$ cat src/hdl/spi_wake_pkg.sv
// Package: register map, field positions, reset values and timing for the serial port
package spi_wake_pkg;
  // Register offsets (byte addresses on the plain register port)
  localparam logic [7:0] ADDR_CONTROL = 8'h02;
  localparam logic [7:0] ADDR_MATCH = 8'h03;
  localparam logic [7:0] ADDR_RECEIVE_BUFFER = 8'h04;
  localparam logic [7:0] ADDR_SHIFT = 8'h05;
  localparam logic [7:0] ADDR_RECOVERY = 8'h06;
  // Control register fields
  localparam int CTL_ENABLE = 0;
  localparam int CTL_DIV_LO = 1;
  localparam int CTL_OVERRUN = 1;
  localparam int CTL_DIV_HI = 2;
  localparam int CTL_DO_RELEASE = 2;
  localparam int CTL_COMPARE = 3;
  localparam int CTL_AVAIL = 4;
  localparam int CTL_PHASE = 5;
  localparam int CTL_CLKSRC = 6;
  localparam int CTL_MASTER = 7;
  localparam logic [7:0] CONTROL_RESET = 8'h00;
  // Recovery register fields
  localparam int REC_SRC_LO = 2;
  localparam int REC_DELAY = 5;
  localparam int REC_LEVEL = 6;
  localparam int REC_WARM = 7;
  localparam logic [2:0] REC_SRC_RESET = 3'h0;
  localparam logic REC_DELAY_RESET = 1'b1;
  localparam logic REC_LEVEL_RESET = 1'b0;
  // Recovery delay: 5 ms at 200 MHz
  localparam int REF_CLK_MHZ = 200;
  localparam int RECOVERY_DELAY_MS = 5;
  localparam int RECOVERY_DELAY_CYCLES = RECOVERY_DELAY_MS * 1000 * REF_CLK_MHZ;
  // Role of the shifter
  typedef enum logic [1:0] {
    SH_IDLE = 2'b00,
    SH_MASTER = 2'b01,
    SH_SLAVE = 2'b10,
    SH_IGNORE = 2'b11
  } shift_state_type;
endpackage : spi_wake_pkg

$ cat src/hdl/spi_edge_if.sv
// Interface: serial clock edge events from the clock generator to the shifter
interface spi_edge_if;
  logic sample_edge;
  logic drive_edge;
  logic run;
  modport gen (input run, output sample_edge, output drive_edge);
  modport use_side (output run, input sample_edge, input drive_edge);
endinterface : spi_edge_if

$ cat src/hdl/spi_clock_gen.sv
// Master serial clock generator: divider, source select and edge enables
module spi_clock_gen (
  input wire logic ref_clk_i,
  input wire logic nrst_i,
  input wire logic timer_clock_i,
  input wire logic first_timer_output_i,
  input wire logic src_first_timer_output_i,
  input wire logic [1:0] div_code_i,
  output logic sck_level_o,
  spi_edge_if.gen edge_if
);
  import spi_wake_pkg::*;

  logic [3:0] cnt_q;
  logic tick;
  logic t0_q;
  logic tmr_q;
  logic base_tick;
  logic sck_q;

  // Each divided tick toggles the serial clock, so a full serial period is two ticks
  always_ff @(posedge ref_clk_i or negedge nrst_i) begin
    if (!nrst_i) begin
      t0_q <= 1'b0;
      tmr_q <= 1'b0;
    end else begin
      t0_q <= first_timer_output_i;
      tmr_q <= timer_clock_i;
    end
  end

  assign base_tick = src_first_timer_output_i ? (first_timer_output_i & ~t0_q) : (timer_clock_i & ~tmr_q);

  // Divide by 2, 4, 8, 16 of the chosen source
  always_ff @(posedge ref_clk_i or negedge nrst_i) begin
    if (!nrst_i) begin
      cnt_q <= 4'h0;
    end else if (!edge_if.run) begin
      cnt_q <= 4'h0;
    end else if (base_tick) begin
      cnt_q <= cnt_q + 4'h1;
    end
  end

  always_comb begin
    unique case (div_code_i)
      2'b00: tick = base_tick;
      2'b01: tick = base_tick & cnt_q[0];
      2'b10: tick = base_tick & (&cnt_q[1:0]);
      2'b11: tick = base_tick & (&cnt_q[2:0]);
    endcase
  end

  always_ff @(posedge ref_clk_i or negedge nrst_i) begin
    if (!nrst_i) begin
      sck_q <= 1'b0;
    end else if (!edge_if.run) begin
      sck_q <= 1'b0;
    end else if (tick) begin
      sck_q <= ~sck_q;
    end
  end

  assign sck_level_o = sck_q;
  assign edge_if.sample_edge = edge_if.run & tick & ~sck_q;
  assign edge_if.drive_edge = edge_if.run & tick & sck_q;
endmodule : spi_clock_gen

$ cat src/hdl/spi_wake_port.sv
// Byte serial port with slave address compare and stop-mode recovery control
// How it works
// - Control bit 0 enables port; reset disabled.
// - Master: bits 2:1 pick clock divider.
// - Slave: bit 1 overrun, cleared by zero write.
// - Slave: bit 2 releases data-out pin.
// - Bit 3 enables compare with match register.
// - Bit 4 shows byte waiting; raises interrupt.
// - Bit 5 picks sample and drive edges.
// - Bit 6 picks timer-0 or divided clock.
// - Bit 7 picks master or slave role.
// - Slave transfer runs while select active.
// - Every full byte but the compare byte and bytes ignored after a mismatch sets available, interrupts.
// - Unread byte plus new byte: overwrite; overrun in slave only.
// - Master: shift register write starts transfer.
// - Compare: first byte silent; mismatch ignores rest.
// - Match raises wake, then normal slave transfer.
// - Buffer read clears available flag.
// - Compare match wakes regardless of source.
// - Three-bit field selects stop wake source.
// - Recovery bit 5 enables 5 ms delay.
// - Recovery bit 6 selects wake level.
// - Recovery bit 7 flags warm start.
// - Recovery fields write-only except bit 7.
module spi_wake_port #(
  parameter int DELAY_CYCLES = spi_wake_pkg::RECOVERY_DELAY_CYCLES
) (
  input wire logic ref_clk_i,
  input wire logic nrst_i,
  input wire logic [7:0] addr_i,
  input wire logic [7:0] wdata_i,
  input wire logic wr_i,
  input wire logic rd_i,
  output logic [7:0] rdata_o,
  input wire logic timer_clock_i,
  input wire logic first_timer_output_i,
  input wire logic serial_data_input_i,
  input wire logic slave_select_n_i,
  input wire logic serial_clock_pin_i,
  output logic serial_clock_pin_o,
  output logic serial_clock_pin_oe_o,
  output logic port2_bit7_pin_o,
  output logic port2_bit7_pin_oe_o,
  input wire logic port2_bit7_pin_i,
  input wire logic port3_bit1_input_i,
  input wire logic port3_bit2_input_i,
  input wire logic port3_bit3_input_i,
  input wire logic [7:0] port2_i,
  input wire logic stop_mode_i,
  input wire logic watchdog_reset_i,
  output logic receive_interrupt_line_o,
  output logic stop_wake_o,
  output logic recovery_delay_busy_o
);
  import spi_wake_pkg::*;

  // ----------------------------------------------------------------
  // Register state
  // ----------------------------------------------------------------
  logic enable_q, master_q, clksrc_q, phase_q, compare_q, do_release_q;
  logic [1:0] div_q;
  logic receive_available_flag_q, receive_overrun_flag_q;
  logic [7:0] match_value_register_q, receive_buffer_q, shift_q;
  logic [2:0] rec_src_q;
  logic rec_delay_q, rec_level_q, warm_q;
  logic [7:0] rdata_q;
  shift_state_type state_q;
  logic [2:0] bitcnt_q;
  logic first_byte_q;
  logic out_bit_q;
  logic sk_q, ss_q;
  logic byte_done, match_event, slave_mode;
  logic samp, drv, sk_rise, sk_fall;
  logic wr_ctl, wr_shift, rd_buf;
  logic [7:0] shift_next;
  logic src_level, src_prev_q, src_event;
  logic [31:0] delay_q;
  logic sck_level;

  spi_edge_if edge_if ();

  spi_clock_gen u_clk (
    .ref_clk_i(ref_clk_i),
    .nrst_i(nrst_i),
    .timer_clock_i(timer_clock_i),
    .first_timer_output_i(first_timer_output_i),
    .src_first_timer_output_i(clksrc_q),
    .div_code_i(div_q),
    .sck_level_o(sck_level),
    .edge_if(edge_if.gen)
  );

  assign wr_ctl = wr_i && (addr_i == ADDR_CONTROL);
  assign wr_shift = wr_i && (addr_i == ADDR_SHIFT);
  assign rd_buf = rd_i && (addr_i == ADDR_RECEIVE_BUFFER);
  assign slave_mode = enable_q && !master_q;

  // ----------------------------------------------------------------
  // Control register
  // ----------------------------------------------------------------
  always_ff @(posedge ref_clk_i or negedge nrst_i) begin
    if (!nrst_i) begin
      enable_q <= CONTROL_RESET[CTL_ENABLE];
      div_q <= CONTROL_RESET[CTL_DIV_HI:CTL_DIV_LO];
      do_release_q <= CONTROL_RESET[CTL_DO_RELEASE];
      compare_q <= CONTROL_RESET[CTL_COMPARE];
      phase_q <= CONTROL_RESET[CTL_PHASE];
      clksrc_q <= CONTROL_RESET[CTL_CLKSRC];
      master_q <= CONTROL_RESET[CTL_MASTER];
    end else if (wr_ctl) begin
      enable_q <= wdata_i[CTL_ENABLE];
      div_q <= wdata_i[CTL_DIV_HI:CTL_DIV_LO];
      do_release_q <= wdata_i[CTL_DO_RELEASE];
      compare_q <= wdata_i[CTL_COMPARE];
      phase_q <= wdata_i[CTL_PHASE];
      clksrc_q <= wdata_i[CTL_CLKSRC];
      master_q <= wdata_i[CTL_MASTER];
    end
  end

  always_ff @(posedge ref_clk_i or negedge nrst_i) begin
    if (!nrst_i) begin
      match_value_register_q <= 8'h00;
    end else if (wr_i && addr_i == ADDR_MATCH) begin
      match_value_register_q <= wdata_i;
    end
  end

  // ----------------------------------------------------------------
  // Serial clock edges
  // ----------------------------------------------------------------
  // Pins are synchronous; one register gives the edge history
  always_ff @(posedge ref_clk_i or negedge nrst_i) begin
    if (!nrst_i) begin
      sk_q <= 1'b0;
      ss_q <= 1'b1;
    end else begin
      sk_q <= serial_clock_pin_i;
      ss_q <= slave_select_n_i;
    end
  end

  assign sk_rise = serial_clock_pin_i & ~sk_q;
  assign sk_fall = ~serial_clock_pin_i & sk_q;

  // Master clock idles at the drive level so the first edge samples
  always_comb begin
    if (master_q) begin
      samp = edge_if.sample_edge;
      drv = edge_if.drive_edge;
    end else begin
      samp = phase_q ? sk_fall : sk_rise;
      drv = phase_q ? sk_rise : sk_fall;
    end
  end

  assign edge_if.run = (state_q == SH_MASTER);
  assign serial_clock_pin_o = phase_q ? ~sck_level : sck_level;
  assign serial_clock_pin_oe_o = enable_q && master_q;

  // ----------------------------------------------------------------
  // Shifter
  // ----------------------------------------------------------------
  assign shift_next = {shift_q[6:0], serial_data_input_i};
  assign byte_done = samp && (bitcnt_q == 3'h7) &&
                     (state_q == SH_MASTER || state_q == SH_SLAVE);
  assign match_event = byte_done && state_q == SH_SLAVE && first_byte_q &&
                       (shift_next == match_value_register_q);

  always_ff @(posedge ref_clk_i or negedge nrst_i) begin
    if (!nrst_i) begin
      state_q <= SH_IDLE;
      bitcnt_q <= 3'h0;
      shift_q <= 8'h00;
      first_byte_q <= 1'b0;
      out_bit_q <= 1'b0;
    end else if (!enable_q) begin
      state_q <= SH_IDLE;
      bitcnt_q <= 3'h0;
    end else begin
      unique case (state_q)
        SH_IDLE: begin
          bitcnt_q <= 3'h0;
          if (master_q && wr_shift) begin
            shift_q <= wdata_i;
            out_bit_q <= wdata_i[7];
            state_q <= SH_MASTER;
          end else if (!master_q && !slave_select_n_i) begin
            first_byte_q <= compare_q;
            out_bit_q <= shift_q[7];
            state_q <= SH_SLAVE;
          end else if (!master_q && wr_shift) begin
            shift_q <= wdata_i;
          end
        end
        SH_MASTER, SH_SLAVE: begin
          if (state_q == SH_SLAVE && slave_select_n_i) begin
            state_q <= SH_IDLE;
          end else begin
            if (samp) begin
              shift_q <= shift_next;
              bitcnt_q <= bitcnt_q + 3'h1;
            end
            if (drv) begin
              out_bit_q <= shift_q[7];
            end
            if (byte_done) begin
              if (state_q == SH_MASTER) begin
                state_q <= SH_IDLE;
              end else if (first_byte_q) begin
                first_byte_q <= 1'b0;
                if (shift_next != match_value_register_q) begin
                  state_q <= SH_IGNORE;
                end
              end
            end
          end
        end
        SH_IGNORE: begin
          if (slave_select_n_i) begin
            state_q <= SH_IDLE;
          end
        end
      endcase
    end
  end

  // Data-out drives only during an active, non-compare exchange
  assign port2_bit7_pin_o = out_bit_q;
  assign port2_bit7_pin_oe_o = (state_q == SH_MASTER) ||
      (state_q == SH_SLAVE && !first_byte_q && !do_release_q);

  // ----------------------------------------------------------------
  // Receive buffer and flags
  // ----------------------------------------------------------------
  // The compare byte never reaches the buffer
  always_ff @(posedge ref_clk_i or negedge nrst_i) begin
    if (!nrst_i) begin
      receive_buffer_q <= 8'h00;
    end else if (byte_done && !first_byte_q) begin
      receive_buffer_q <= shift_next;
    end
  end

  // Set wins over the clearing read
  always_ff @(posedge ref_clk_i or negedge nrst_i) begin
    if (!nrst_i) begin
      receive_available_flag_q <= 1'b0;
    end else if (byte_done && !first_byte_q) begin
      receive_available_flag_q <= 1'b1;
    end else if (rd_buf) begin
      receive_available_flag_q <= 1'b0;
    end
  end

  always_ff @(posedge ref_clk_i or negedge nrst_i) begin
    if (!nrst_i) begin
      receive_overrun_flag_q <= 1'b0;
    end else if (byte_done && !first_byte_q && state_q == SH_SLAVE &&
                 receive_available_flag_q && !rd_buf) begin
      receive_overrun_flag_q <= 1'b1;
    end else if (wr_ctl && !wdata_i[CTL_OVERRUN]) begin
      receive_overrun_flag_q <= 1'b0;
    end
  end

  assign receive_interrupt_line_o = enable_q && receive_available_flag_q;

  // ----------------------------------------------------------------
  // Stop-mode recovery
  // ----------------------------------------------------------------
  always_ff @(posedge ref_clk_i or negedge nrst_i) begin
    if (!nrst_i) begin
      rec_src_q <= REC_SRC_RESET;
      rec_delay_q <= REC_DELAY_RESET;
      rec_level_q <= REC_LEVEL_RESET;
    end else if (wr_i && addr_i == ADDR_RECOVERY) begin
      rec_src_q <= wdata_i[REC_SRC_LO+2:REC_SRC_LO];
      rec_delay_q <= wdata_i[REC_DELAY];
      rec_level_q <= wdata_i[REC_LEVEL];
    end
  end

  // Set on stop entry; cleared by power-on or watchdog reset
  always_ff @(posedge ref_clk_i or negedge nrst_i) begin
    if (!nrst_i) begin
      warm_q <= 1'b0;
    end else if (watchdog_reset_i) begin
      warm_q <= 1'b0;
    end else if (stop_mode_i) begin
      warm_q <= 1'b1;
    end
  end

  always_comb begin
    unique case (rec_src_q)
      3'b010: src_level = port3_bit1_input_i;
      3'b011: src_level = port3_bit2_input_i;
      3'b100: src_level = port3_bit3_input_i;
      3'b101: src_level = port2_bit7_pin_i;
      3'b110: src_level = ~(|port2_i[3:0]);
      3'b111: src_level = ~(|port2_i);
      default: src_level = ~rec_level_q;
    endcase
  end

  always_ff @(posedge ref_clk_i or negedge nrst_i) begin
    if (!nrst_i) begin
      src_prev_q <= 1'b0;
    end else begin
      src_prev_q <= src_level;
    end
  end

  // A wake needs a transition into the chosen level; codes 000/001 never wake
  assign src_event = rec_src_q[2:1] != 2'b00 && src_level == rec_level_q &&
                     src_prev_q != rec_level_q;

  // Compare wakes in any source setting
  assign stop_wake_o = match_event || (stop_mode_i && src_event);

  always_ff @(posedge ref_clk_i or negedge nrst_i) begin
    if (!nrst_i) begin
      delay_q <= 32'h0;
    end else if (stop_wake_o && stop_mode_i && rec_delay_q) begin
      delay_q <= DELAY_CYCLES[31:0];
    end else if (delay_q != 32'h0) begin
      delay_q <= delay_q - 32'h1;
    end
  end

  assign recovery_delay_busy_o = (delay_q != 32'h0);

  // ----------------------------------------------------------------
  // Read port
  // ----------------------------------------------------------------
  always_ff @(posedge ref_clk_i or negedge nrst_i) begin
    if (!nrst_i) begin
      rdata_q <= 8'h00;
    end else if (rd_i) begin
      unique case (addr_i)
        ADDR_CONTROL: rdata_q <= {master_q, clksrc_q, phase_q, receive_available_flag_q,
                                  compare_q, do_release_q | (master_q & div_q[1]),
                                  master_q ? div_q[0] : receive_overrun_flag_q,
                                  enable_q};
        ADDR_MATCH: rdata_q <= match_value_register_q;
        ADDR_RECEIVE_BUFFER: rdata_q <= receive_buffer_q;
        ADDR_SHIFT: rdata_q <= shift_q;
        ADDR_RECOVERY: rdata_q <= {warm_q, 7'h00};
        default: rdata_q <= 8'h00;
      endcase
    end else begin
      rdata_q <= 8'h00;
    end
  end

  assign rdata_o = rdata_q;
endmodule : spi_wake_port

$ cat config.mk
export PLATFORM = sky130hd
export DESIGN_NAME = spi_wake_port
export DESIGN_NICKNAME = d
export VERILOG_FILES = /design/src/hdl/spi_wake_pkg.sv /design/src/hdl/spi_edge_if.sv /design/src/hdl/spi_clock_gen.sv /design/src/hdl/spi_wake_port.sv
export SDC_FILE = /design/constraint.sdc
export NUM_CORES = 1
export LEC_CHECK = 0
export BUFFER_PORTS_ARGS = -buffer_cell sky130_fd_sc_hd__clkbuf_2
export CAP_MARGIN = 10
export CORE_MARGIN = 2
export CORE_UTILIZATION = 30
export DETAILED_ROUTE_END_ITERATION = 10
export PLACE_DENSITY = 0.47
export SLEW_MARGIN = 20
export SYNTH_ARGS = -nofsm -noshare
export SYNTH_HDL_FRONTEND = slang
export SYNTH_SLANG_ARGS = --single-unit
$ cat constraint.sdc
create_clock -name ref_clk_i -period 2.85 [get_ports ref_clk_i]
set_input_delay 0.57 -clock ref_clk_i [delete_from_list [all_inputs] [get_ports ref_clk_i]]
set_output_delay 0.57 -clock ref_clk_i [all_outputs]
set_load 0.005 [all_outputs]
After elaboration in Yosys (flattened, before gate mapping) --
Cells that the tools add are included.
Storage, ports and cells: flip-flop bits (word level) 96, bits in latches 0, bits in writable memories 0, bits in read-only memories 0, input port bits 39, memories kept 0
Operators by class: add/sub/neg operators 3, multipliers 0, div/mod/pow operators 0, $lt $le $gt $ge 0, equality and inequality tests 42, shift-type cells 0, multiplexer cells 54, bitwise operators 20, reduce and logical (&&, ||, !) cells 56
Operators with widths (number):
- $mux W32 | 2
- $mux W8 | 6
- $pmux W8 S5 | 1
- $reduce_bool A32 Y1 | 1
- $sub A32 B1 Y32 const B | 1
- $logic_and A1 B1 Y1 | 28
- $eq A8 B3 Y1 const B | 3
- $mux W1 | 24
- $mux W2 | 9
- $ne A2 B2 Y1 const B | 9
- $ne A3 B3 Y1 const B | 6
- $eq A8 B2 Y1 const B | 2
- $pmux W8 S2 | 1
- $eq A3 B3 Y1 const B | 5
- $reduce_bool A2 Y1 | 6
- $and A1 B1 Y1 | 11
- $ne A5 B4 Y1 const B | 2
- $reduce_and A5 Y1 | 2
- $mux W3 | 3
- $eq A2 B2 Y1 const B | 4
- $eq A8 B8 Y1 | 1
- $mux W4 | 2
- $ne A4 B4 Y1 const B | 2
- $ne A8 B8 Y1 | 1
- 24 further kinds | 43

Logic depth before layout (Yosys ltp) --
word-level depth 17, gate-level depth with buffers 9

Modules after synthesis --
Synthesis repeated with hierarchy kept, for this count alone.
Unflattened totals: cells, all modules 472, area, all modules 4926.0 µm²
Modules (own cells, without submodules):
- spi_wake_port | instances 1, cells each 447, area an instance 4615.7 µm², sequential area each 2203.4 µm²
- spi_clock_gen | instances 1, cells each 25, area an instance 310.3 µm², sequential area each 150.1 µm²

Worst setup path after synthesis --
Ideal clock, no wire load.
path kind input port to flip-flop, start in addr_i[3], end reg shift_q[0], library setup time 0.125 ns, arrival time 2.459 ns, required time 2.725 ns, setup slack 0.266 ns, cell stages on the path 6, path buffers 1, cell sequence or4_1 > buf_4 > nor3_4 > nand3b_1 > a211oi_4 > mux2_2
Between the ends: longest elaborated chain between the ends 5, elaborated cells on any way between the ends 9, those cells by class eq/ne: 3; mux: 2; reduce/logical: 4
RTL lines:
- start: declaration | line spi_wake_port.sv:30 | input wire logic [7:0] addr_i,
- $eq A8 B3 Y1 (*) | line spi_wake_port.sv:94 | assign wr_shift = wr_i && (addr_i == ADDR_SHIFT);
- $logic_and A1 B1 Y1 (*) | line spi_wake_port.sv:94
- $logic_and A1 B1 Y1 (on tied branches) | line spi_wake_port.sv:184, spi_wake_port.sv:192
- $ne A3 B3 Y1 (no source line) / $mux W8 (equally long branches)
- $reduce_and A6 Y1 (no source line) / $pmux W8 S2 (equally long branches)
- end signal: assignment | line spi_wake_port.sv:185 | shift_q <= wdata_i;
- end signal: assignment | line spi_wake_port.sv:193 | shift_q <= wdata_i;
- end signal: assignment | line spi_wake_port.sv:201 | shift_q <= shift_next;
- end: declaration | line spi_wake_port.sv:63 | logic [7:0] match_value_register_q, receive_buffer_q, shift_q;
Mark *: on every way between the ends. The rest lies on a longest branch, timed or not. A chain may end at the register's enable or synchronous reset.

==> impl_summary.txt <==
----------------------------------------------------
[Run status]
  Result of the run ... complete, no violations

[Global routing]
  Overflow after GRT ... 0
  Aggregate global-route resource usage ... 15.4%
  Number of antenna violations at the first check in global routing ... 0
  GR met1 Demand/Resource ... 19.9%
  Number of global-route vias before repair ... 4,146
  Grt met3 use ... under 10%
  Maximum number of pins on one net before global-route repair ... 54
  Top Usage Layer GRT ... met2
  Global-route met2 utilization ... 26.3%
  Global-route wire length before repair ... 22.1 mm

[Final layout]
  Area added between synthesis and finish ... 19.4%
  Register area ... 2350 um2
  Share of final-layout standard cells stronger than drive strength 1 ... 30.0%
  Antenna diodes ... 0
  Combined area of the multi-input logic cells ... ~2800 um2
  Filler cell count in the final layout ... 1,733
  Total Nets Final ... 606

[STA]
  Post-route fraction of the period consumed by the critical path ... a little over nine tenths
  Hold violation count in the final report ... 0
  Highest attainable clock frequency ... 367 MHz
  Total Neg Setup Slack ... 0 ns
  Max_slew headroom ... 56.3%
  Final Slew Violations ... 0
  Worst slew pin tran ... 0.652 ns
  Min Clock Period, post-route ... 2.73 ns
  Final worst slack ... ~0.12 ns
  RSZ-0062 raised after global routing ... no
  Final setup vio count ... 0
  Setup skew after layout ... 0.0100 ns

[Clock network]
  Max clock buf depth ... 2
  Clk Tree Root Cell ... clkbuf_16
  H-tree depth reported by CTS ... 3
  Clock insertion delay at the later pin of the skew report ... 0.35 ns
  Inserted Clock Buffers ... 9
  Clock edge transition at the registers on the reported setup and hold paths ... 0.07 ns
  TritonCTS clock tree ... yes
  Sink Count ... 94

[Job]
  Reported max-cap violation count ... 0

[Synth]
  Synthesized Nets ... between 500 and 600
  Syn. warnings ... 0
  Post-synthesis sequential element count ... 94
  Distinct cells, synth ... 63
  Instance count of the mapped netlist ... 484
  Post-synth top area share ... ~45%
  Sequential fraction of the synthesis area ... between 40% and 50%
  Post-synthesis async set-or-reset flop share ... 100%
  Post-synth EDFFs ... 0
  Synthesized area divided by synthesized cell count ... 10.8 um2
  Post-synth top cells ... dfrtp_1, mux2_2, nand2_1
  Ranking of synthesized cells by area ... dfrtp_1, mux2_2, a211oi_1, or4_1, nand2_1
  Most common cell in the synthesized netlist ... dfrtp_1
  Cell accounting for the most synthesized area ... dfrtp_1
  Leading register cell type out of synthesis ... dfrtp_1
  Post-synth design cell area ... 5210 um2

[Route]
  Routed wire length ... between 10 and 15 mm
  Number of design-rule violations left by the first detailed-router iteration ... approximately 240
  # DRC ... 0
  Vias ... 4,199
  Number of nets with antenna violations after detailed routing ... 0
  Routed length per placed instance ... about 17 um
  Vias per std cell ... 5.33
  Iteration count of the initial detailed-routing pass ... 5

[Power and ir drop]
  Leak pwr ... 2.51 nW
  Sw frac ... between 20% and 30%
  Share of total power in combinational logic ... 8.4%
  Clock Power Share ... 41.3%
  Sw Pwr ... 0.000750 W
  Power density over cell area ... 456 nW/um2
  Fraction of power consumed by sequential logic ... 50.3%
  Internal Pwr Total ... 0.00209 W
  VDD IR max ... 298 uV

[Worst setup path]
  Chain of cells forming the critical path ... or4_1, nor3_4, nand4_1, clkbuf_2
  Nature of the critical path endpoint ... output pin
  Type of origin of the critical path ... flop
  Data arrival, critical path ... 2.16 ns
  Worst reg2reg endpoint ... delay_q[26]$_DFFE_PN0P_
  Setup CP Type ... reg -> out
  Critical path fanouts, max ... 8
  Slowest CP cell ... or4_1
  Critical path required time ... 2.28 ns
  Critical Path Max Stage Delay ... 0.65 ns
  R2r setup slk ... 0.37 ns
  Count of cells along the worst register-to-register path ... 6
  Critical register-to-register path startpoint ... delay_q[16]$_DFFE_PN0P_

[Worst hold path]
  Type of the tightest min-delay check ... in -> async

[Floorplanning]
  Placeable core area ... between 15,000 and 20,000 um2
  I/O pin count ... between 50 and 60
  Overall die area ... 18,400 um2
  Die Y-Extent ... 136 um
  Core Rows ... 48
  Width of the chip ... 136 um
  Initial core utilization ... a little under a third

[Placed design]
  Place WS ... 0.0338 ns
  PortBufs ... 53
  Weighted congestion reported at the end of routability-driven placement ... 0.779
  Post-detail-place hpwl ... a little under 10 mm

----------------------------------------------------
## how the worst max path moves through the flow
stage	from	end	depth (start not counted)	slack, ns
after floorplan	addr_i[3]	shift_q[0]$_DFFE_PN0P_	6	0.27
after global placement	port3_bit2_input_i	stop_wake_o	7	0.08
after detailed placement	port2_bit7_pin_i	stop_wake_o	7	0.03
after CTS	delay_q[16]$_DFFE_PN0P_	recovery_delay_busy_o	4	0.01
after global routing	delay_q[10]$_DFFE_PN0P_	recovery_delay_busy_o	4	0.02
final	delay_q[8]$_DFFE_PN0P_	recovery_delay_busy_o	4	0.12
## cell usage in the layout (no fill, tap or decap), drive strengths merged, types with 14 or more instances in the layout
cell,Yosys,final
clkbuf,13,62
nand4,15,15
o31ai,14,14
a21oi,18,18
o21ai,16,16
mux2,46,46
dfrtp,93,93
buf,5,29
a211oi,22,22
nor3,20,20
inv,12,16
nand2,32,32
or4,18,18
nor2,21,21
## final cells by class
type                    instances  area share [%]
repair buffers                 81            8.09
clock inverters                 6           0.845
flip-flops and latches         94            37.8
inverters                      12           0.724
multi-input cells             360            44.3
clock buffers                  10            3.68
well taps                     225            4.53
## state kept, by name, indices dropped and copies added (netlist names), 2 cells and up
| name | flops |
|---|---|
| delay_q | 32 |
| match_value_register_q | 8 |
| rdata_o | 8 |
| receive_buffer_q | 8 |
| shift_q | 8 |
| bitcnt_q | 3 |
| rec_src_q | 3 |
| u_clk.cnt_q | 3 |
| state_q | 2 |
## power groups by stage
stage	Combinational, W	Sequential (W)	Clock [W]
after floorplan	0.000131	0.00144	0
final	0.000239	0.00143	0.00117
after detailed placement	0.000240	0.00145	0
after CTS	0.000242	0.00143	0.00121
after global placement	0.000238	0.00145	0
after global routing	0.000268	0.00143	0.00126
## worst max-delay path, delay by kind of cell (launching register included)
| kind | cells | cell delay (ns) |
|---|---|---|
| simple gates | 3 | 1.25 |
| flops | 1 | 0.41 |
| buf+inv | 1 | 0.15 |
## cell families (layout without fill, tap and decap cells)
kind of cell	Yosys count	after routing	synth area share [%]
simple gates	175	175	21.2
compound gates	106	106	14.9
flops	94	94	45.2
mux	54	54	11.5
buf+inv	30	109	2.38
xor+xnor	16	16	2.69
fa+ha+maj	9	9	2.16
## metrics by stage
stage                     instance area (um2)  total power, W  utilization (%)  instances  hold slack, ns
after global placement                   5900         0.00169             34.4        769           0.486
after detailed placement                 5900         0.00169             34.4        769           0.485
final                                    6220         0.00284             36.3        788           0.216
after CTS                                6180         0.00288             36.1        785           0.227
after floorplan                          5210         0.00157                -        484           0.274
after global routing                     6220         0.00297             36.3        788           0.243
## per-layer routing
| metal | routed length (um) | vias to the layer above |
|---|---|---|
| met5 | 0 | - |
| met1 | 6200 | 2094 |
| met2 | 6900 | 82 |
| met4 | 121 | 0 |
| met3 | 484 | 13 |
| li1 | - | 2010 |
## what timing repair did
item | 4_1_cts | 5_1_grt
setup endpoints to repair | 1 | 2
pin swaps | 0 | 1
hold endpoints to repair | 0 | 0
hold buffers | 0 | 0
resized for setup | 2 | 3
setup buffers | 0 | 3
(Power assumes the default switching activity.)
